<file path="src/dacctl_pkg.sv">
// Purpose: constants and types for the converter control and status logic
// Assumes: 16-bit register port, word offsets as byte addresses
// Notes:   shared by the design module and the testbench
package dacctl_pkg;

  // ------------------------------------------------------------------
  // register offsets
  // ------------------------------------------------------------------
  localparam logic [3:0] DACCTL_ADDR_CELL   = 4'h0;
  localparam logic [3:0] DACCTL_ADDR_CTRL   = 4'h4;
  localparam logic [3:0] DACCTL_ADDR_CODE   = 4'h6;
  localparam logic [3:0] DACCTL_ADDR_STAT   = 4'h8;
  localparam logic [3:0] DACCTL_ADDR_VECTOR = 4'ha;

  // ------------------------------------------------------------------
  // field positions
  // ------------------------------------------------------------------
  localparam int DACCTL_BIT_ON      = 0;
  localparam int DACCTL_BIT_IRQ_EN  = 1;
  localparam int DACCTL_BIT_DMA_EN  = 2;
  localparam int DACCTL_LSEL_LO     = 8;
  localparam int DACCTL_LSEL_HI     = 9;
  localparam int DACCTL_BIT_REF     = 12;
  localparam int DACCTL_BIT_FLAG    = 0;
  localparam int DACCTL_BIT_GATE    = 1;
  localparam int DACCTL_BIT_CELL_EN = 10;
  localparam int DACCTL_CODE_W      = 12;

  // ------------------------------------------------------------------
  // values
  // ------------------------------------------------------------------
  localparam logic [15:0] DACCTL_RESET_VAL = 16'h0000;
  localparam logic [15:0] DACCTL_VEC_NONE  = 16'h0000;
  localparam logic [15:0] DACCTL_VEC_UPD   = 16'h0004;

  typedef enum logic [1:0] {
    DACCTL_LOAD_ON_WRITE = 2'h0,
    DACCTL_LOAD_RESERVED = 2'h1,
    DACCTL_LOAD_TRIG0    = 2'h2,
    DACCTL_LOAD_TRIG1    = 2'h3
  } dacctl_lsel_t;

  typedef struct packed {
    logic [3:0]  addr;
    logic [15:0] wdata;
    logic        wr;
    logic        rd;
  } dacctl_req_t;

  typedef struct packed {
    logic                        dac_on;
    logic                        reference_choice;
    logic                        analog_cell_enable;
    logic [DACCTL_CODE_W-1:0]    latch;
  } dacctl_analog_t;

endpackage

</file>
<file path="src/dacctl_top.sv">
// Purpose: control, data latch, update flag and vector for a 12-bit DAC
// Assumes: single 50 MHz clock, triggers synchronous to it
// Notes:   register port answers reads one cycle after the strobe
//
// The plain strobed port was left to the implementer.
`timescale 1ns/10ps

module dacctl_top
(
  // clock and reset
  input  wire logic                   clock,
  input  wire logic                   rst_b,
  // register port
  input  wire dacctl_pkg::dacctl_req_t req,
  output logic [15:0]                 rdata,
  // load triggers
  input  wire logic [1:0]             trigger,
  // dma handshake
  input  wire logic                   dma_ack,
  output logic                        dma_req,
  // interrupt
  output logic                        irq,
  // analog side
  output dacctl_pkg::dacctl_analog_t  analog
);
  import dacctl_pkg::*;

  // ------------------------------------------------------------------
  // registers
  // ------------------------------------------------------------------
  logic                     cell_en_q;
  logic                     dac_on_q;
  logic                     irq_en_q;
  logic                     dma_en_q;
  logic                     ref_q;
  logic [1:0]               lsel_q;
  logic                     gate_q;
  logic [DACCTL_CODE_W-1:0] code_q;
  logic [DACCTL_CODE_W-1:0] latch_q;
  logic                     flag_q;
  logic                     flag_d;
  logic [1:0]               trig_q;
  logic                     dma_req_q;
  logic                     load;
  logic                     code_wr;
  logic [1:0]               trig_rise;
  logic                     vec_rd;
  logic                     cfg_open;
  logic [DACCTL_CODE_W-1:0] wcode;

  assign code_wr  = req.wr && req.addr == DACCTL_ADDR_CODE;
  assign vec_rd   = req.rd && req.addr == DACCTL_ADDR_VECTOR;
  assign cfg_open = !dac_on_q;
  assign wcode    = req.wdata[DACCTL_CODE_W-1:0];

  // ------------------------------------------------------------------
  // control writes
  // ------------------------------------------------------------------
  always_ff @(posedge clock or negedge rst_b) begin
    if (!rst_b) begin
      cell_en_q <= 1'b0;
      dac_on_q  <= 1'b0;
      irq_en_q  <= 1'b0;
      dma_en_q  <= 1'b0;
      ref_q     <= 1'b0;
      lsel_q    <= 2'h0;
    end else if (req.wr) begin
      if (req.addr == DACCTL_ADDR_CELL) begin
        cell_en_q <= req.wdata[DACCTL_BIT_CELL_EN];
      end
      if (req.addr == DACCTL_ADDR_CTRL) begin
        // the on bit itself stays writable so software can switch off
        dac_on_q <= req.wdata[DACCTL_BIT_ON];
        if (cfg_open) begin
          irq_en_q <= req.wdata[DACCTL_BIT_IRQ_EN];
          dma_en_q <= req.wdata[DACCTL_BIT_DMA_EN];
          ref_q    <= req.wdata[DACCTL_BIT_REF];
          lsel_q   <= req.wdata[DACCTL_LSEL_HI:DACCTL_LSEL_LO];
        end
      end
    end
  end

  // ------------------------------------------------------------------
  // code word and gate
  // ------------------------------------------------------------------
  always_ff @(posedge clock or negedge rst_b) begin
    if (!rst_b) begin
      code_q <= '0;
    end else if (code_wr) begin
      code_q <= req.wdata[DACCTL_CODE_W-1:0];
    end
  end

  // gate enable lives in status bit 1; guarded like the rest of status
  always_ff @(posedge clock or negedge rst_b) begin
    if (!rst_b) begin
      gate_q <= 1'b0;
    end else if (req.wr && req.addr == DACCTL_ADDR_STAT && cfg_open) begin
      gate_q <= req.wdata[DACCTL_BIT_GATE];
    end
  end

  // ------------------------------------------------------------------
  // trigger edges and latch load
  // ------------------------------------------------------------------
  always_ff @(posedge clock or negedge rst_b) begin
    if (!rst_b) begin
      trig_q <= 2'h0;
    end else begin
      trig_q <= trigger;
    end
  end

  assign trig_rise = trigger & ~trig_q;

  always_comb begin
    load = 1'b0;
    case (dacctl_lsel_t'(lsel_q))
      DACCTL_LOAD_ON_WRITE: load = code_wr;
      DACCTL_LOAD_TRIG0:    load = trig_rise[0] && gate_q;
      DACCTL_LOAD_TRIG1:    load = trig_rise[1] && gate_q;
      default:              load = 1'b0;
    endcase
  end

  // on-write uses the new word directly so latch follows the write
  always_ff @(posedge clock or negedge rst_b) begin
    if (!rst_b) begin
      latch_q <= '0;
    end else if (load) begin
      latch_q <= code_wr ? req.wdata[DACCTL_CODE_W-1:0] : code_q;
    end
  end

  // ------------------------------------------------------------------
  // update flag: set wins over every clear
  // ------------------------------------------------------------------
  always_comb begin
    flag_d = flag_q;
    if (req.wr && req.addr == DACCTL_ADDR_STAT && cfg_open &&
        req.wdata[DACCTL_BIT_FLAG]) begin
      flag_d = 1'b0;
    end
    if (vec_rd) begin
      flag_d = 1'b0;
    end
    if (dma_en_q && dma_ack) begin
      flag_d = 1'b0;
    end
    if (load) begin
      flag_d = 1'b1;
    end
  end

  always_ff @(posedge clock or negedge rst_b) begin
    if (!rst_b) begin
      flag_q <= 1'b0;
    end else begin
      flag_q <= flag_d;
    end
  end

  // ------------------------------------------------------------------
  // dma request: held until accepted or dma is disabled, new update re-raises it
  // ------------------------------------------------------------------
  always_ff @(posedge clock or negedge rst_b) begin
    if (!rst_b) begin
      dma_req_q <= 1'b0;
    end else if (load && dma_en_q) begin
      dma_req_q <= 1'b1;
    end else if (dma_ack || !dma_en_q) begin
      dma_req_q <= 1'b0;
    end
  end

  assign dma_req = dma_req_q;
  assign irq     = flag_q && irq_en_q;

  // ------------------------------------------------------------------
  // read port
  // ------------------------------------------------------------------
  always_ff @(posedge clock or negedge rst_b) begin
    if (!rst_b) begin
      rdata <= DACCTL_RESET_VAL;
    end else if (req.rd) begin
      rdata <= DACCTL_RESET_VAL;
      case (req.addr)
        DACCTL_ADDR_CELL: rdata[DACCTL_BIT_CELL_EN] <= cell_en_q;
        DACCTL_ADDR_CTRL: begin
          rdata[DACCTL_BIT_ON]     <= dac_on_q;
          rdata[DACCTL_BIT_IRQ_EN] <= irq_en_q;
          rdata[DACCTL_BIT_DMA_EN] <= dma_en_q;
          rdata[DACCTL_LSEL_HI:DACCTL_LSEL_LO] <= lsel_q;
          rdata[DACCTL_BIT_REF]    <= ref_q;
        end
        DACCTL_ADDR_CODE: rdata[DACCTL_CODE_W-1:0] <= code_q;
        DACCTL_ADDR_STAT: begin
          rdata[DACCTL_BIT_FLAG] <= flag_q;
          rdata[DACCTL_BIT_GATE] <= gate_q;
        end
        DACCTL_ADDR_VECTOR: begin
          rdata <= flag_q ? DACCTL_VEC_UPD : DACCTL_VEC_NONE;
        end
        default: rdata <= DACCTL_RESET_VAL;
      endcase
    end else begin
      rdata <= DACCTL_RESET_VAL;
    end
  end

  // ------------------------------------------------------------------
  // analog side
  // ------------------------------------------------------------------
  assign analog = '{dac_on:             dac_on_q,
                    reference_choice:   ref_q,
                    analog_cell_enable: cell_en_q,
                    latch:              latch_q};

  // ------------------------------------------------------------------
  // checks: register access
  // ------------------------------------------------------------------
  chk_ctrl_locked: assert property (
    @(posedge clock) disable iff (!rst_b)
    $past(dac_on_q) && $past(req.wr) && dac_on_q
    |-> $stable(ref_q) && $stable(lsel_q) && $stable(irq_en_q)
    && $stable(dma_en_q)) else $error("control changed while on");

  chk_stat_locked: assert property (
    @(posedge clock) disable iff (!rst_b)
    dac_on_q && req.wr && req.addr == DACCTL_ADDR_STAT
    |=> $stable(gate_q)) else $error("gate changed while on");

  chk_code_read: assert property (
    @(posedge clock) disable iff (!rst_b)
    $past(req.rd) && $past(req.addr) == DACCTL_ADDR_CODE
    |-> rdata[DACCTL_CODE_W-1:0] == $past(code_q))
    else $error("code word read wrong");

  chk_code_upper: assert property (
    @(posedge clock) disable iff (!rst_b)
    $past(req.rd) && $past(req.addr) == DACCTL_ADDR_CODE
    |-> rdata[15:DACCTL_CODE_W] == 4'h0)
    else $error("code upper bits nonzero");

  chk_vec_clear: assert property (
    @(posedge clock) disable iff (!rst_b)
    vec_rd && flag_q && !load
    |=> !flag_q && rdata == DACCTL_VEC_UPD)
    else $error("vector read wrong");

  chk_vec_idle: assert property (
    @(posedge clock) disable iff (!rst_b)
    vec_rd && !flag_q |=> rdata == DACCTL_VEC_NONE)
    else $error("idle vector not zero");

  // ------------------------------------------------------------------
  // checks: loads, flag and requests
  // ------------------------------------------------------------------
  chk_write_load: assert property (
    @(posedge clock) disable iff (!rst_b)
    code_wr && lsel_q == DACCTL_LOAD_ON_WRITE
    |=> latch_q == $past(wcode)) else $error("on-write load missed");

  chk_resv_noload: assert property (
    @(posedge clock) disable iff (!rst_b)
    lsel_q == DACCTL_LOAD_RESERVED |=> $stable(latch_q))
    else $error("reserved select loaded");

  chk_trig_load: assert property (
    @(posedge clock) disable iff (!rst_b)
    lsel_q == DACCTL_LOAD_TRIG0 && trigger[0] && !trig_q[0] && gate_q
    && !code_wr |=> latch_q == $past(code_q))
    else $error("trigger load missed");

  chk_trig1_load: assert property (
    @(posedge clock) disable iff (!rst_b)
    lsel_q == DACCTL_LOAD_TRIG1 && trigger[1] && !trig_q[1] && gate_q
    && !code_wr |=> latch_q == $past(code_q))
    else $error("second trigger load missed");

  chk_gate_block: assert property (
    @(posedge clock) disable iff (!rst_b)
    lsel_q[1] && !gate_q |=> $stable(latch_q))
    else $error("latch moved with gate closed");

  chk_dma_raise: assert property (
    @(posedge clock) disable iff (!rst_b)
    load && dma_en_q |=> dma_req) else $error("dma request missing");

  chk_dma_hold: assert property (
    @(posedge clock) disable iff (!rst_b)
    dma_req && dma_en_q && !dma_ack |=> dma_req)
    else $error("dma request dropped early");

  chk_dma_idle: assert property (
    @(posedge clock) disable iff (!rst_b)
    !dma_en_q |=> !dma_req) else $error("dma request while disabled");

  chk_flag_set: assert property (
    @(posedge clock) disable iff (!rst_b)
    load |=> flag_q) else $error("update flag not set");

  chk_w1c_clear: assert property (
    @(posedge clock) disable iff (!rst_b)
    req.wr && req.addr == DACCTL_ADDR_STAT && cfg_open
    && req.wdata[DACCTL_BIT_FLAG] && !load |=> !flag_q)
    else $error("write one did not clear");

  chk_w0_keep: assert property (
    @(posedge clock) disable iff (!rst_b)
    req.wr && req.addr == DACCTL_ADDR_STAT && !req.wdata[DACCTL_BIT_FLAG]
    && flag_q && !(dma_en_q && dma_ack) |=> flag_q)
    else $error("write zero cleared flag");

  chk_dma_clear: assert property (
    @(posedge clock) disable iff (!rst_b)
    dma_en_q && dma_ack && !load |=> !flag_q)
    else $error("dma accept did not clear");

  chk_irq_line: assert property (
    @(posedge clock) disable iff (!rst_b)
    $past(load) && irq_en_q |-> irq)
    else $error("irq missing after update");

  chk_irq_drop: assert property (
    @(posedge clock) disable iff (!rst_b)
    $past(vec_rd) && !$past(load) |-> !irq)
    else $error("irq held after clear");

endmodule

</file>
<file path="config.mk">
export PLATFORM = sky130hd
export DESIGN_NAME = dacctl_top
export DESIGN_NICKNAME = d
export VERILOG_FILES = /design/src/dacctl_pkg.sv /design/src/dacctl_top.sv
export SDC_FILE = /design/constraint.sdc
export NUM_CORES = 1
export LEC_CHECK = 0
export ABC_AREA = 1
export BUFFER_PORTS_ARGS = -buffer_cell sky130_fd_sc_hd__buf_4
export CORE_AREA = 2 2 88 90
export CTS_BUF_LIST = sky130_fd_sc_hd__clkbuf_4
export DETAILED_ROUTE_END_ITERATION = 10
export DIE_AREA = 0 0 90 92
export SYNTH_ARGS = -nofsm -noshare
export SYNTH_HDL_FRONTEND = slang
export SYNTH_SLANG_ARGS = --single-unit
</file>
<file path="constraint.sdc">
create_clock -name clock -period 1.1 [get_ports clock]
set_input_delay 0.055 -clock clock [delete_from_list [all_inputs] [get_ports clock]]
set_output_delay 0.055 -clock clock [all_outputs]
set_load 0.02 [all_outputs]
</file>
==> summary.md, run 1 <==
| Metric | Value |
|---|---|
| Area after DPL | 2710 um^2 |
| Pleak | 1.68 nW |
| Vias | 1,834 |
| Most used standard cell by instance count after synthesis | sky130_fd_sc_hd__nand2_1 |
| Warnings from Yosys | 0 |
| Power per cell area | 1670 nW/um^2 |
| Final Cycle Share | 102% |
| Startpoint kind of the worst setup timing path | register |
| Share of flip-flops with an asynchronous set or reset after synthesis | 100% |
| DR vias/cell | 4.24 |
| Number of buffers added on ports | 53 |
| Timing-limited maximum frequency | 890 MHz |
| Post-route ant nets | 0 |
| Part of the total power dissipated in the clock network | 20.3% |
| Outcome | complete, but fails checks |
| Worst voltage drop across the vdd grid | 0.527 mV |
| Die H | 92 um |
| Worst r2r path cells | 6 |
| Setup CP Type | reg -> reg |
| Ports placed on the boundary | 60 |
| Layout area overhead | 44.3% |
| Element type at the critical path end | register |
| Share of final-layout standard cells stronger than drive strength 1 | 32.9% |
| Net count of the finished layout | 357 |
| RSZ-0062 raised after global routing | yes |
| Cell type with the largest total area after synthesis | sky130_fd_sc_hd__dfrtp_1 |
| DRC violations left | 0 |
| Detailed-placement wirelength estimate | 3670 um |
| Post-synth top cells | sky130_fd_sc_hd__nand2_1, sky130_fd_sc_hd__dfrtp_1, sky130_fd_sc_hd__nand3_1 |
| Time the worst path needs with I/O delays and setup | 1.12 ns |
| Failing checks | negative setup slack |
| Clock sink total | 49 |
| Type of the tightest min-delay check | in -> reg |
| Arrival time at the worst endpoint | 1.39 ns |
| Netlist Area Pre-Place | 2150 um^2 |
| Area of the die | 8280 um^2 |
| Vias in the first global route | 1,750 |
| Proportion of synthesized chip area in sequential cells | 56.9% |
| Antenna cells | 0 |
| Setup WS pre-CTS | -0.0248 ns |
| Largest net degree at the start of global routing | 29 |
| Synth Flop Type | sky130_fd_sc_hd__dfrtp_1 |
| Worst min-delay path startpoint | dma_ack |
| Crit path required time | 1.37 ns |
| Net Sw Frac | 33.6% |
| Effective utilization at floorplan | 28.9% |
| Avg Inst Size Synth | 8.72 um^2 |
| Net load switching power | 0.00174 W |
| Max-cap viol count | 0 |
| Area of the core | 7450 um^2 |
| Routability-driven placement congestion ratio | 0.837 |
| Count of flip-flops with a built-in enable after synthesis | 0 |
| Hold Fails Final Rpt | 0 |
| Clock root buffer | sky130_fd_sc_hd__clkbuf_4 |
| Critical Path Fanout Max | 6 |
| Site Rows | 32 |
| Worst hold path endpoint | flag_q |
| Number of max-slew violations in the final report | 0 |
| Maximum buffer depth of the clock tree | 2 |
| R2R Setup Slk | -0.02 ns |
| Cell count of the worst hold path | 4 |
| Clock network latency to the later pin of the worst-skew pair | 0.36 ns |
| Final instance area | 3110 um^2 |
| DR pass1 iterations | 4 |
| Die width | 90 um |
| CTS tree | built |
| Sequential Power Share | 47.6% |
| Proportion of power drawn by combinational gates | 32.0% |
| Number of distinct library cells after synthesis | 23 |
| Synthesized netlist cell count | 247 |
| Area share of the largest cell type after synthesis | 56.9% |
| Post-route total power | 0.00518 W |
| Number of design-rule violations left by the first detailed-router iteration | 132 |
| Design internal power | 0.00344 W |
| Average wire per standard cell | 12.2 um |
| Final global-route overflow total | 0 |
| Global routing usage summed across all routing layers | 12.9% |
| Number of levels the H-tree was split into | 2 |
| First-pass GRT wire length | 8560 um |
| Beginning of the worst register-to-register path | lsel_q[1] |
| Initial antenna violation count | 0 |
| Top cells by area, synth | sky130_fd_sc_hd__dfrtp_1, sky130_fd_sc_hd__nand2_1, sky130_fd_sc_hd__nand3_1 |
| Clock input transition at the sequential cells of the worst setup and hold paths | 0.13 ns |
| Total detailed-routing wirelength | 5280 um |
| Number of endpoints failing setup at the final stage | 5 |
| Clock skew | 0.00792 ns |
| Reg-to-Reg End | latch_q[11] |
| Seq cells post-synth | 49 |
| Setup slack of the critical path after layout | -0.0237 ns |
| Number of buffers created by CTS | 5 |
==> layout by cell type, fill, tap and decap left out <==
cell	count
sky130_fd_sc_hd__a21oi_1	2
sky130_fd_sc_hd__conb_1	3
sky130_fd_sc_hd__o21ai_1	1
sky130_fd_sc_hd__bufinv_16	1
sky130_fd_sc_hd__nand3_1	28
sky130_fd_sc_hd__clkinv_1	1
sky130_fd_sc_hd__buf_6	6
sky130_fd_sc_hd__nor3_1	1
sky130_fd_sc_hd__a21boi_0	1
sky130_fd_sc_hd__nand2_4	3
sky130_fd_sc_hd__o21ai_0	2
sky130_fd_sc_hd__nand3_4	2
sky130_fd_sc_hd__nand2_1	81
sky130_fd_sc_hd__inv_2	3
sky130_fd_sc_hd__clkbuf_4	6
sky130_fd_sc_hd__inv_1	22
sky130_fd_sc_hd__nand2_2	7
sky130_fd_sc_hd__dfrtp_1	49
sky130_fd_sc_hd__nor2_2	3
sky130_fd_sc_hd__nor2_1	11
sky130_fd_sc_hd__nor2_4	1
sky130_fd_sc_hd__nand4_1	2
sky130_fd_sc_hd__nand3_2	12
sky130_fd_sc_hd__buf_12	3
sky130_fd_sc_hd__buf_4	62
sky130_fd_sc_hd__dlygate4sd3_1	18
==> how the worst max path moves through the flow <==
| stage | startpoint | to | slack [ns] | depth (start not counted) |
|---|---|---|---|---|
| after detailed placement | lsel_q[0] | latch_q[6] | -0.02 | 6 |
| final | lsel_q[1] | latch_q[11] | -0.02 | 6 |
| after global routing | lsel_q[0] | latch_q[8] | -0.08 | 5 |
| after CTS | flag_q | irq | -0.02 | 3 |
| after floorplan | lsel_q[0] | latch_q[10] | 0.02 | 7 |
| after global placement | lsel_q[1] | latch_q[7] | -0.01 | 6 |
==> flip-flops by register name, summed over array words and instances, names as in the netlist <==
signal     cells
irq_en_q       1
rdata         13
latch_q       12
dac_on_q       1
dma_req        1
flag_q         1
dma_en_q       1
lsel_q         2
gate_q         1
code_q        12
ref_q          1
trig_q         2
cell_en_q      1
==> power groups by stage <==
stage	clock network (W)	registers, W	logic [W]
2_1_floorplan	0	0.00270	0.000580
3_3_place_gp	0	0.00246	0.00151
3_5_place_dp	0	0.00247	0.00152
4_1_cts	0.00109	0.00244	0.00160
5_1_grt	0.00119	0.00252	0.00184
6_report	0.00105	0.00247	0.00166
==> metal layers <==
layer,track usage (%),up-vias,wire [um]
li1,-,927,-
met1,17.2,865,2410
met2,20.2,36,2520
met3,3.78,6,276
met4,4.23,0,70
met5,0,-,0
==> stage by stage <==
stage / setup TNS, ns / hold slack, ns / cells / util, %
finish: -0.0724 / 0.0308 / 433 / 41.8
global placement: -0.0421 / -0.0331 / 403 / 36.4
CTS: -0.0467 / 0.0115 / 429 / 40.4
floorplan: 0 / -0.241 / 249 / -
detailed placement: -0.232 / -0.0267 / 403 / 36.4
global route: -0.777 / 0.0252 / 433 / 41.8
==> cells by family (layout without fill, tap and decap cells) <==
family / after synthesis / after routing / synth area share [%]
flip-flops: 49 / 49 / 56.9
AO/OA/AOI/OAI: 6 / 6 / 1.51
other: 1 / 3 / 0.174
buffers and inverters: 40 / 122 / 9.81
AND/OR/NAND/NOR: 151 / 151 / 31.6
==> what timing repair did <==
action                     in CTS  in global routing
hold endpoints to repair       75                  0
setup buffers                   0                  3
hold buffers                   18                  0
gates resized for setup        10                 19
setup endpoints to repair      16                 18
cloned                          1                  1
pin swaps                       2                 11
==> worst max-delay path, stage by stage (launching register included) <==
cell                      delay [ns]
sky130_fd_sc_hd__dfrtp_1        0.43
sky130_fd_sc_hd__nand2_1        0.10
sky130_fd_sc_hd__inv_2          0.07
sky130_fd_sc_hd__nand3_4        0.12
sky130_fd_sc_hd__buf_6          0.17
sky130_fd_sc_hd__nand3_1        0.08
sky130_fd_sc_hd__nand2_1        0.06
==> final cells by class <==
class | count | area (um^2)
inverters | 25 | 93.8
repair buffers | 89 | 773
flip-flops and latches | 49 | 1230
well taps | 102 | 128
clock buffers | 6 | 45.0
clock inverters | 2 | 33.8
fillers | 744 | 4340
multi-input cells | 160 | 810
Power figures use the tool's default switching activity.
==> inputs of run 2 (changes only) <==
--- a/config.mk
+++ b/config.mk
@@ -7,10 +7,10 @@
 export LEC_CHECK = 0
 export ABC_AREA = 1
 export BUFFER_PORTS_ARGS = -buffer_cell sky130_fd_sc_hd__buf_4
-export CORE_AREA = 2 2 88 90
+export CORE_AREA = 2 2 93 86
 export CTS_BUF_LIST = sky130_fd_sc_hd__clkbuf_4
 export DETAILED_ROUTE_END_ITERATION = 10
-export DIE_AREA = 0 0 90 92
+export DIE_AREA = 0 0 95 88
 export SYNTH_ARGS = -nofsm -noshare
 export SYNTH_HDL_FRONTEND = slang
 export SYNTH_SLANG_ARGS = --single-unit
==> summary.md, run 2 (synthesized netlist as in run 1, its figures left out) <==
| Metric | Value |
|---|---|
| Outcome | complete, but fails checks |
| Failing checks | negative setup slack |
| Routability-driven placement congestion ratio | 0.789 |
| Pleak | 1.70 nW |
| Effective utilization at floorplan | 29.1% |
| Clock network latency to the later pin of the worst-skew pair | 0.37 ns |
| Clock root buffer | sky130_fd_sc_hd__clkbuf_4 |
| Initial antenna violation count | 0 |
| Area of the die | 8360 um^2 |
| Critical Path Fanout Max | 7 |
| Largest net degree at the start of global routing | 28 |
| Commonest non-fill, non-tap cell in the layout | sky130_fd_sc_hd__nand2_1 |
| Beginning of the worst register-to-register path | lsel_q[1] |
| Worst min-delay path startpoint | dma_ack |
| Reg-to-Reg End | dma_req |
| Number of levels the H-tree was split into | 2 |
| Largest register FFs | 13 |
| Type of the tightest min-delay check | in -> reg |
| Vias in the first global route | 1,784 |
| Hold Fails Final Rpt | 0 |
| Ports placed on the boundary | 60 |
| Final global-route overflow total | 0 |
| Total detailed-routing wirelength | 5400 um |
| DR vias/cell | 4.28 |
| Number of buffers added on ports | 53 |
| Time the worst path needs with I/O delays and setup | 1.13 ns |
| Global routing usage summed across all routing layers | 13.4% |
| Number of endpoints failing setup at the final stage | 13 |
| First-pass GRT wire length | 8560 um |
| Area of the core | 7390 um^2 |
| RSZ-0062 raised after global routing | yes |
| Net count of the finished layout | 361 |
| Maximum buffer depth of the clock tree | 2 |
| Site Rows | 30 |
| Commonest cells after routing, fill and taps aside | sky130_fd_sc_hd__nand2_1, sky130_fd_sc_hd__buf_4, sky130_fd_sc_hd__dfrtp_1, sky130_fd_sc_hd__nand3_1, sky130_fd_sc_hd__inv_1 |
| Antenna cells | 0 |
| Final Cycle Share | 102% |
| Number of max-slew violations in the final report | 0 |
| Number of design-rule violations left by the first detailed-router iteration | 83 |
| Detailed-placement wirelength estimate | 3720 um |
| R2R Setup Slk | -0.03 ns |
| Setup TNS | -0.193 ns |
| Element type at the critical path end | register |
| Average wire per standard cell | 12.5 um |
| Startpoint kind of the worst setup timing path | register |
| Vias | 1,845 |
| Setup WS pre-CTS | -0.0512 ns |
| Leading registers by flop count | rdata x13, code_q x12, latch_q x12 |
| DR pass1 iterations | 4 |
| Die width | 95 um |
| CTS tree | built |
| Worst r2r path cells | 6 |
| Arrival time at the worst endpoint | 1.44 ns |
| Final-layout worst hold slack | 0.0309 ns |
| Clock input transition at the sequential cells of the worst setup and hold paths | 0.13 ns |
| Share of final-layout standard cells stronger than drive strength 1 | 35.2% |
| Power per cell area | 1610 nW/um^2 |
| Setup CP Type | reg -> reg |
| Die H | 88 um |
| Crit path required time | 1.41 ns |
| Post-route ant nets | 0 |
| Largest Register | rdata |
| Setup slack of the critical path after layout | -0.0253 ns |
| Number of buffers created by CTS | 5 |
| Cell count of the worst hold path | 4 |
| Clock skew | 0.0108 ns |
| Timing-limited maximum frequency | 889 MHz |
| Layout area overhead | 45.0% |
| Worst hold path endpoint | flag_q |
| Max-cap viol count | 0 |
| Worst voltage drop across the vdd grid | 0.512 mV |
| Clock sink total | 49 |
| DRC violations left | 0 |
[run 2: layout make-up]
class                   count  area (um^2)
clock inverters             2         10.0
multi-input cells         161          833
inverters                  25         93.8
flip-flops and latches     49         1230
well taps                  96          120
fillers                   732         4270
clock buffers               6         45.0
repair buffers             92          796
[run 2: timing repair]
action,CTS,global route
setup buffers,2,3
gates cloned,1,2
endpoints found under the hold margin,77,0
endpoints found under the setup margin,16,18
pin swaps,1,10
resized for setup,7,28
hold buffers,18,0
[run 2: how the worst max path moves through the flow]
stage	startpoint	endpoint	slack (ns)
5_1_grt	lsel_q[1]	latch_q[7]	-0.08
4_1_cts	lsel_q[0]	dma_req	-0.002
3_5_place_dp	lsel_q[0]	dma_req	-0.05
6_report	lsel_q[1]	dma_req	-0.03
3_3_place_gp	lsel_q[0]	dma_req	-0.02
2_1_floorplan	lsel_q[0]	latch_q[10]	0.02
[run 2: routing by layer]
layer / vias to the layer above / GRT usage [%] / part of all wire (%)
met5: - / 0 / 0
met4: 0 / 5.53 / 1.2
met3: 4 / 3.53 / 5.9
met2: 42 / 21.0 / 47
met1: 864 / 17.8 / 46
li1: 935 / - / -
[run 2: report_power, final]
part | switching (W) | leakage, nW | total, W | internal, W
clock network | 0.000563 | 0.0354 | 0.000832 | 0.000270
registers | 0.000282 | 0.641 | 0.00247 | 0.00219
logic | 0.000918 | 1.03 | 0.00172 | 0.000805
[run 2: metrics by stage]
step                util (%)  std cells  power [W]  instance area, um^2
floorplan                  -        249    0.00328                 2160
global placement        36.7        398    0.00398                 2710
detailed placement      36.7        398    0.00400                 2710
CTS                     40.5        426    0.00494                 2990
global route            42.3        431    0.00536                 3120
finish                  42.3        431    0.00503                 3120
[run 2: worst max-delay path, cell delays in order, from the launching register on]
cell	delay, ns
sky130_fd_sc_hd__dfrtp_1	0.44
sky130_fd_sc_hd__nor2_2	0.17
sky130_fd_sc_hd__nand3_4	0.14
sky130_fd_sc_hd__buf_6	0.18
sky130_fd_sc_hd__nand3_2	0.05
sky130_fd_sc_hd__nand2_1	0.05
sky130_fd_sc_hd__inv_1	0.05
==> inputs of run 3 (changes only) <==
--- a/config.mk
+++ b/config.mk
@@ -7,10 +7,10 @@
 export LEC_CHECK = 0
 export ABC_AREA = 1
 export BUFFER_PORTS_ARGS = -buffer_cell sky130_fd_sc_hd__buf_4
-export CORE_AREA = 2 2 93 86
+export CORE_AREA = 2 2 68 118
 export CTS_BUF_LIST = sky130_fd_sc_hd__clkbuf_4
 export DETAILED_ROUTE_END_ITERATION = 10
-export DIE_AREA = 0 0 95 88
+export DIE_AREA = 0 0 70 120
 export SYNTH_ARGS = -nofsm -noshare
 export SYNTH_HDL_FRONTEND = slang
 export SYNTH_SLANG_ARGS = --single-unit
==> summary.md, run 3 (synthesized netlist as in run 1, its figures left out) <==
| Metric | Value |
|---|---|
| Outcome | complete, but fails checks |
| Failing checks | negative setup slack |
| Area after DPL | 2680 um^2 |
| Final global-route overflow total | 0 |
| Hold Fails Final Rpt | 0 |
| Area of the die | 8400 um^2 |
| Initial antenna violation count | 1 |
| Clock sink total | 49 |
| Vias in the first global route | 1,849 |
| Average wire per standard cell | 12.5 um |
| DRC violations left | 0 |
| Ports placed on the boundary | 60 |
| Clock skew | 0.0182 ns |
| Net count of the finished layout | 365 |
| DR vias/cell | 4.29 |
| Crit path required time | 1.38 ns |
| Commonest cells after routing, fill and taps aside | sky130_fd_sc_hd__nand2_1, sky130_fd_sc_hd__buf_4, sky130_fd_sc_hd__dfrtp_1, sky130_fd_sc_hd__nand3_1, sky130_fd_sc_hd__inv_1 |
| Final Cycle Share | 104% |
| CTS tree | built |
| Commonest non-fill, non-tap cell in the layout | sky130_fd_sc_hd__nand2_1 |
| First-pass GRT wire length | 8590 um |
| Cell-by-cell trace of the critical path | nand2_1, inv_1, nand3_4, buf_6, nand3_1, nand2_1 |
| Highest metal layer with signal wires | met4 |
| Critical Path Fanout Max | 7 |
| Number of buffers created by CTS | 5 |
| DR pass1 iterations | 4 |
| Effective utilization at floorplan | 28.9% |
| Clock root buffer | sky130_fd_sc_hd__clkbuf_4 |
| Area of the multi-input gates | 792 um^2 |
| Time the worst path needs with I/O delays and setup | 1.14 ns |
| WL met1 | 2000 um |
| Number of design-rule violations left by the first detailed-router iteration | 76 |
| Largest net degree at the start of global routing | 22 |
| Number of endpoints failing setup at the final stage | 13 |
| Setup slack of the critical path after layout | -0.0409 ns |
| Leading registers by flop count | rdata x13, code_q x12, latch_q x12 |
| Beginning of the worst register-to-register path | lsel_q[1] |
| Number of levels the H-tree was split into | 2 |
| Met2 WL post-DR | 2910 um |
| Type of the tightest min-delay check | in -> reg |
| Area of the core | 7460 um^2 |
| Final instance area | 3120 um^2 |
| Launching element of the worst setup path | lsel_q[1] |
| Final core area utilization | 41.8% |
| Critical path's largest stage delay | 0.42 ns |
| Length of routed met3 wiring | 343 um |
| RSZ-0062 raised after global routing | yes |
| Storage cell area | 1230 um^2 |
| Count of fill cells added during filler insertion | 733 |
| Routability-driven placement congestion ratio | 0.797 |
| Element type at the critical path end | register |
| Clock network latency to the later pin of the worst-skew pair | 0.39 ns |
| Number of max-slew violations in the final report | 0 |
| Max-cap viol count | 0 |
| Vias | 1,834 |
| Most repeated library cell on the critical path | sky130_fd_sc_hd__nand2_1 |
| Placed instance count | 388 |
| Pleak | 1.71 nW |
| Count of placed standard cells in the final layout, fillers left out | 428 |
| Die H | 120 um |
| Timing-limited maximum frequency | 876 MHz |
| Clock input transition at the sequential cells of the worst setup and hold paths | 0.14 ns |
| Setup TNS | -0.345 ns |
| Arrival time at the worst endpoint | 1.42 ns |
| Total detailed-routing wirelength | 5370 um |
| Startpoint kind of the worst setup timing path | register |
| Power per cell area | 1670 nW/um^2 |
| Cell type of the slowest stage on the worst timing path | sky130_fd_sc_hd__dfrtp_1 |
| Site Rows | 42 |
| Detailed-placement wirelength estimate | 3750 um |
| Largest Register | rdata |
| Share of final-layout standard cells stronger than drive strength 1 | 31.6% |
| Worst min-delay path startpoint | req[21] |
| Post-route ant nets | 0 |
| Number of buffers added on ports | 53 |
| Layout area overhead | 44.8% |
| Setup WS pre-CTS | -0.105 ns |
| Setup CP Type | reg -> reg |
| Die width | 70 um |
| Global routing usage summed across all routing layers | 13.1% |
| Worst voltage drop across the vdd grid | 0.800 mV |
| Largest register FFs | 13 |
| Maximum buffer depth of the clock tree | 2 |
==> run 3: changes by cell type in the layout (fill, tap and decap cells not counted), moves of 2 or more <==
cell	before	now
sky130_fd_sc_hd__clkinv_2	2	0
sky130_fd_sc_hd__nand3_2	15	7
sky130_fd_sc_hd__dlygate4sd3_1	18	21
sky130_fd_sc_hd__nand2_1	80	84
sky130_fd_sc_hd__nand2_2	9	5
sky130_fd_sc_hd__nand3_1	25	33
sky130_fd_sc_hd__buf_4	65	68
==> run 3: path summary, 6_finish.rpt <==
path	end	slack, ns	cells after the start
setup / recovery	latch_q[9]	-0.04	6
hold / removal	flag_q	0.03	4
setup reg to reg	latch_q[9]	-0.04	6
hold reg to reg	rdata[4]	0.50	2
max in group asynchronous	rdata[11]	0.60	3
min in group asynchronous	rdata[9]	0.06	2
==> run 3: stage by stage <==
step	total power, W	hold WS (ns)
6_report	0.00521	0.0350
5_1_grt	0.00550	0.0353
4_1_cts	0.00520	0.0249
3_5_place_dp	0.00397	-0.0379
3_3_place_gp	0.00396	-0.0419
2_1_floorplan	0.00328	-0.241
==> run 3: layout make-up <==
class                   count  area share (%)
clock buffers               6            1.44
diodes                      1          0.0802
well taps                  88            3.53
clock inverters             2            1.08
repair buffers             96            26.2
multi-input cells         161            25.4
inverters                  25            3.01
flip-flops and latches     49            39.3
==> run 3: routing by layer <==
| metal | GRT usage (%) | up-vias |
|---|---|---|
| met5 | 0 | - |
| met4 | 6.13 | 0 |
| met3 | 3.61 | 6 |
| met2 | 23.4 | 50 |
| met1 | 14.1 | 834 |
| li1 | - | 944 |
==> run 3: report_power, final <==
group,internal [W],switching [W],total [W]
Clock,0.000498,0.000561,0.00106
Combinational,0.000786,0.000917,0.00170
Sequential,0.00219,0.000257,0.00244
Total,0.00347,0.00173,0.00521
==> run 3: what timing repair did <==
action | in CTS | in global routing
buffers inserted | 3 | 5
gates cloned | 1 | 1
pin swaps | 14 | 5
setup endpoints to repair | 15 | 19
hold buffers | 21 | 0
endpoints found under the hold margin | 78 | 0
gates resized for setup | 15 | 6
==> run 3: critical path, delay by kind of cell, from the launching register on <==
kind          cells  cell delay (ns)
buf+inv           2             0.26
flops             1             0.42
simple gates      4             0.33
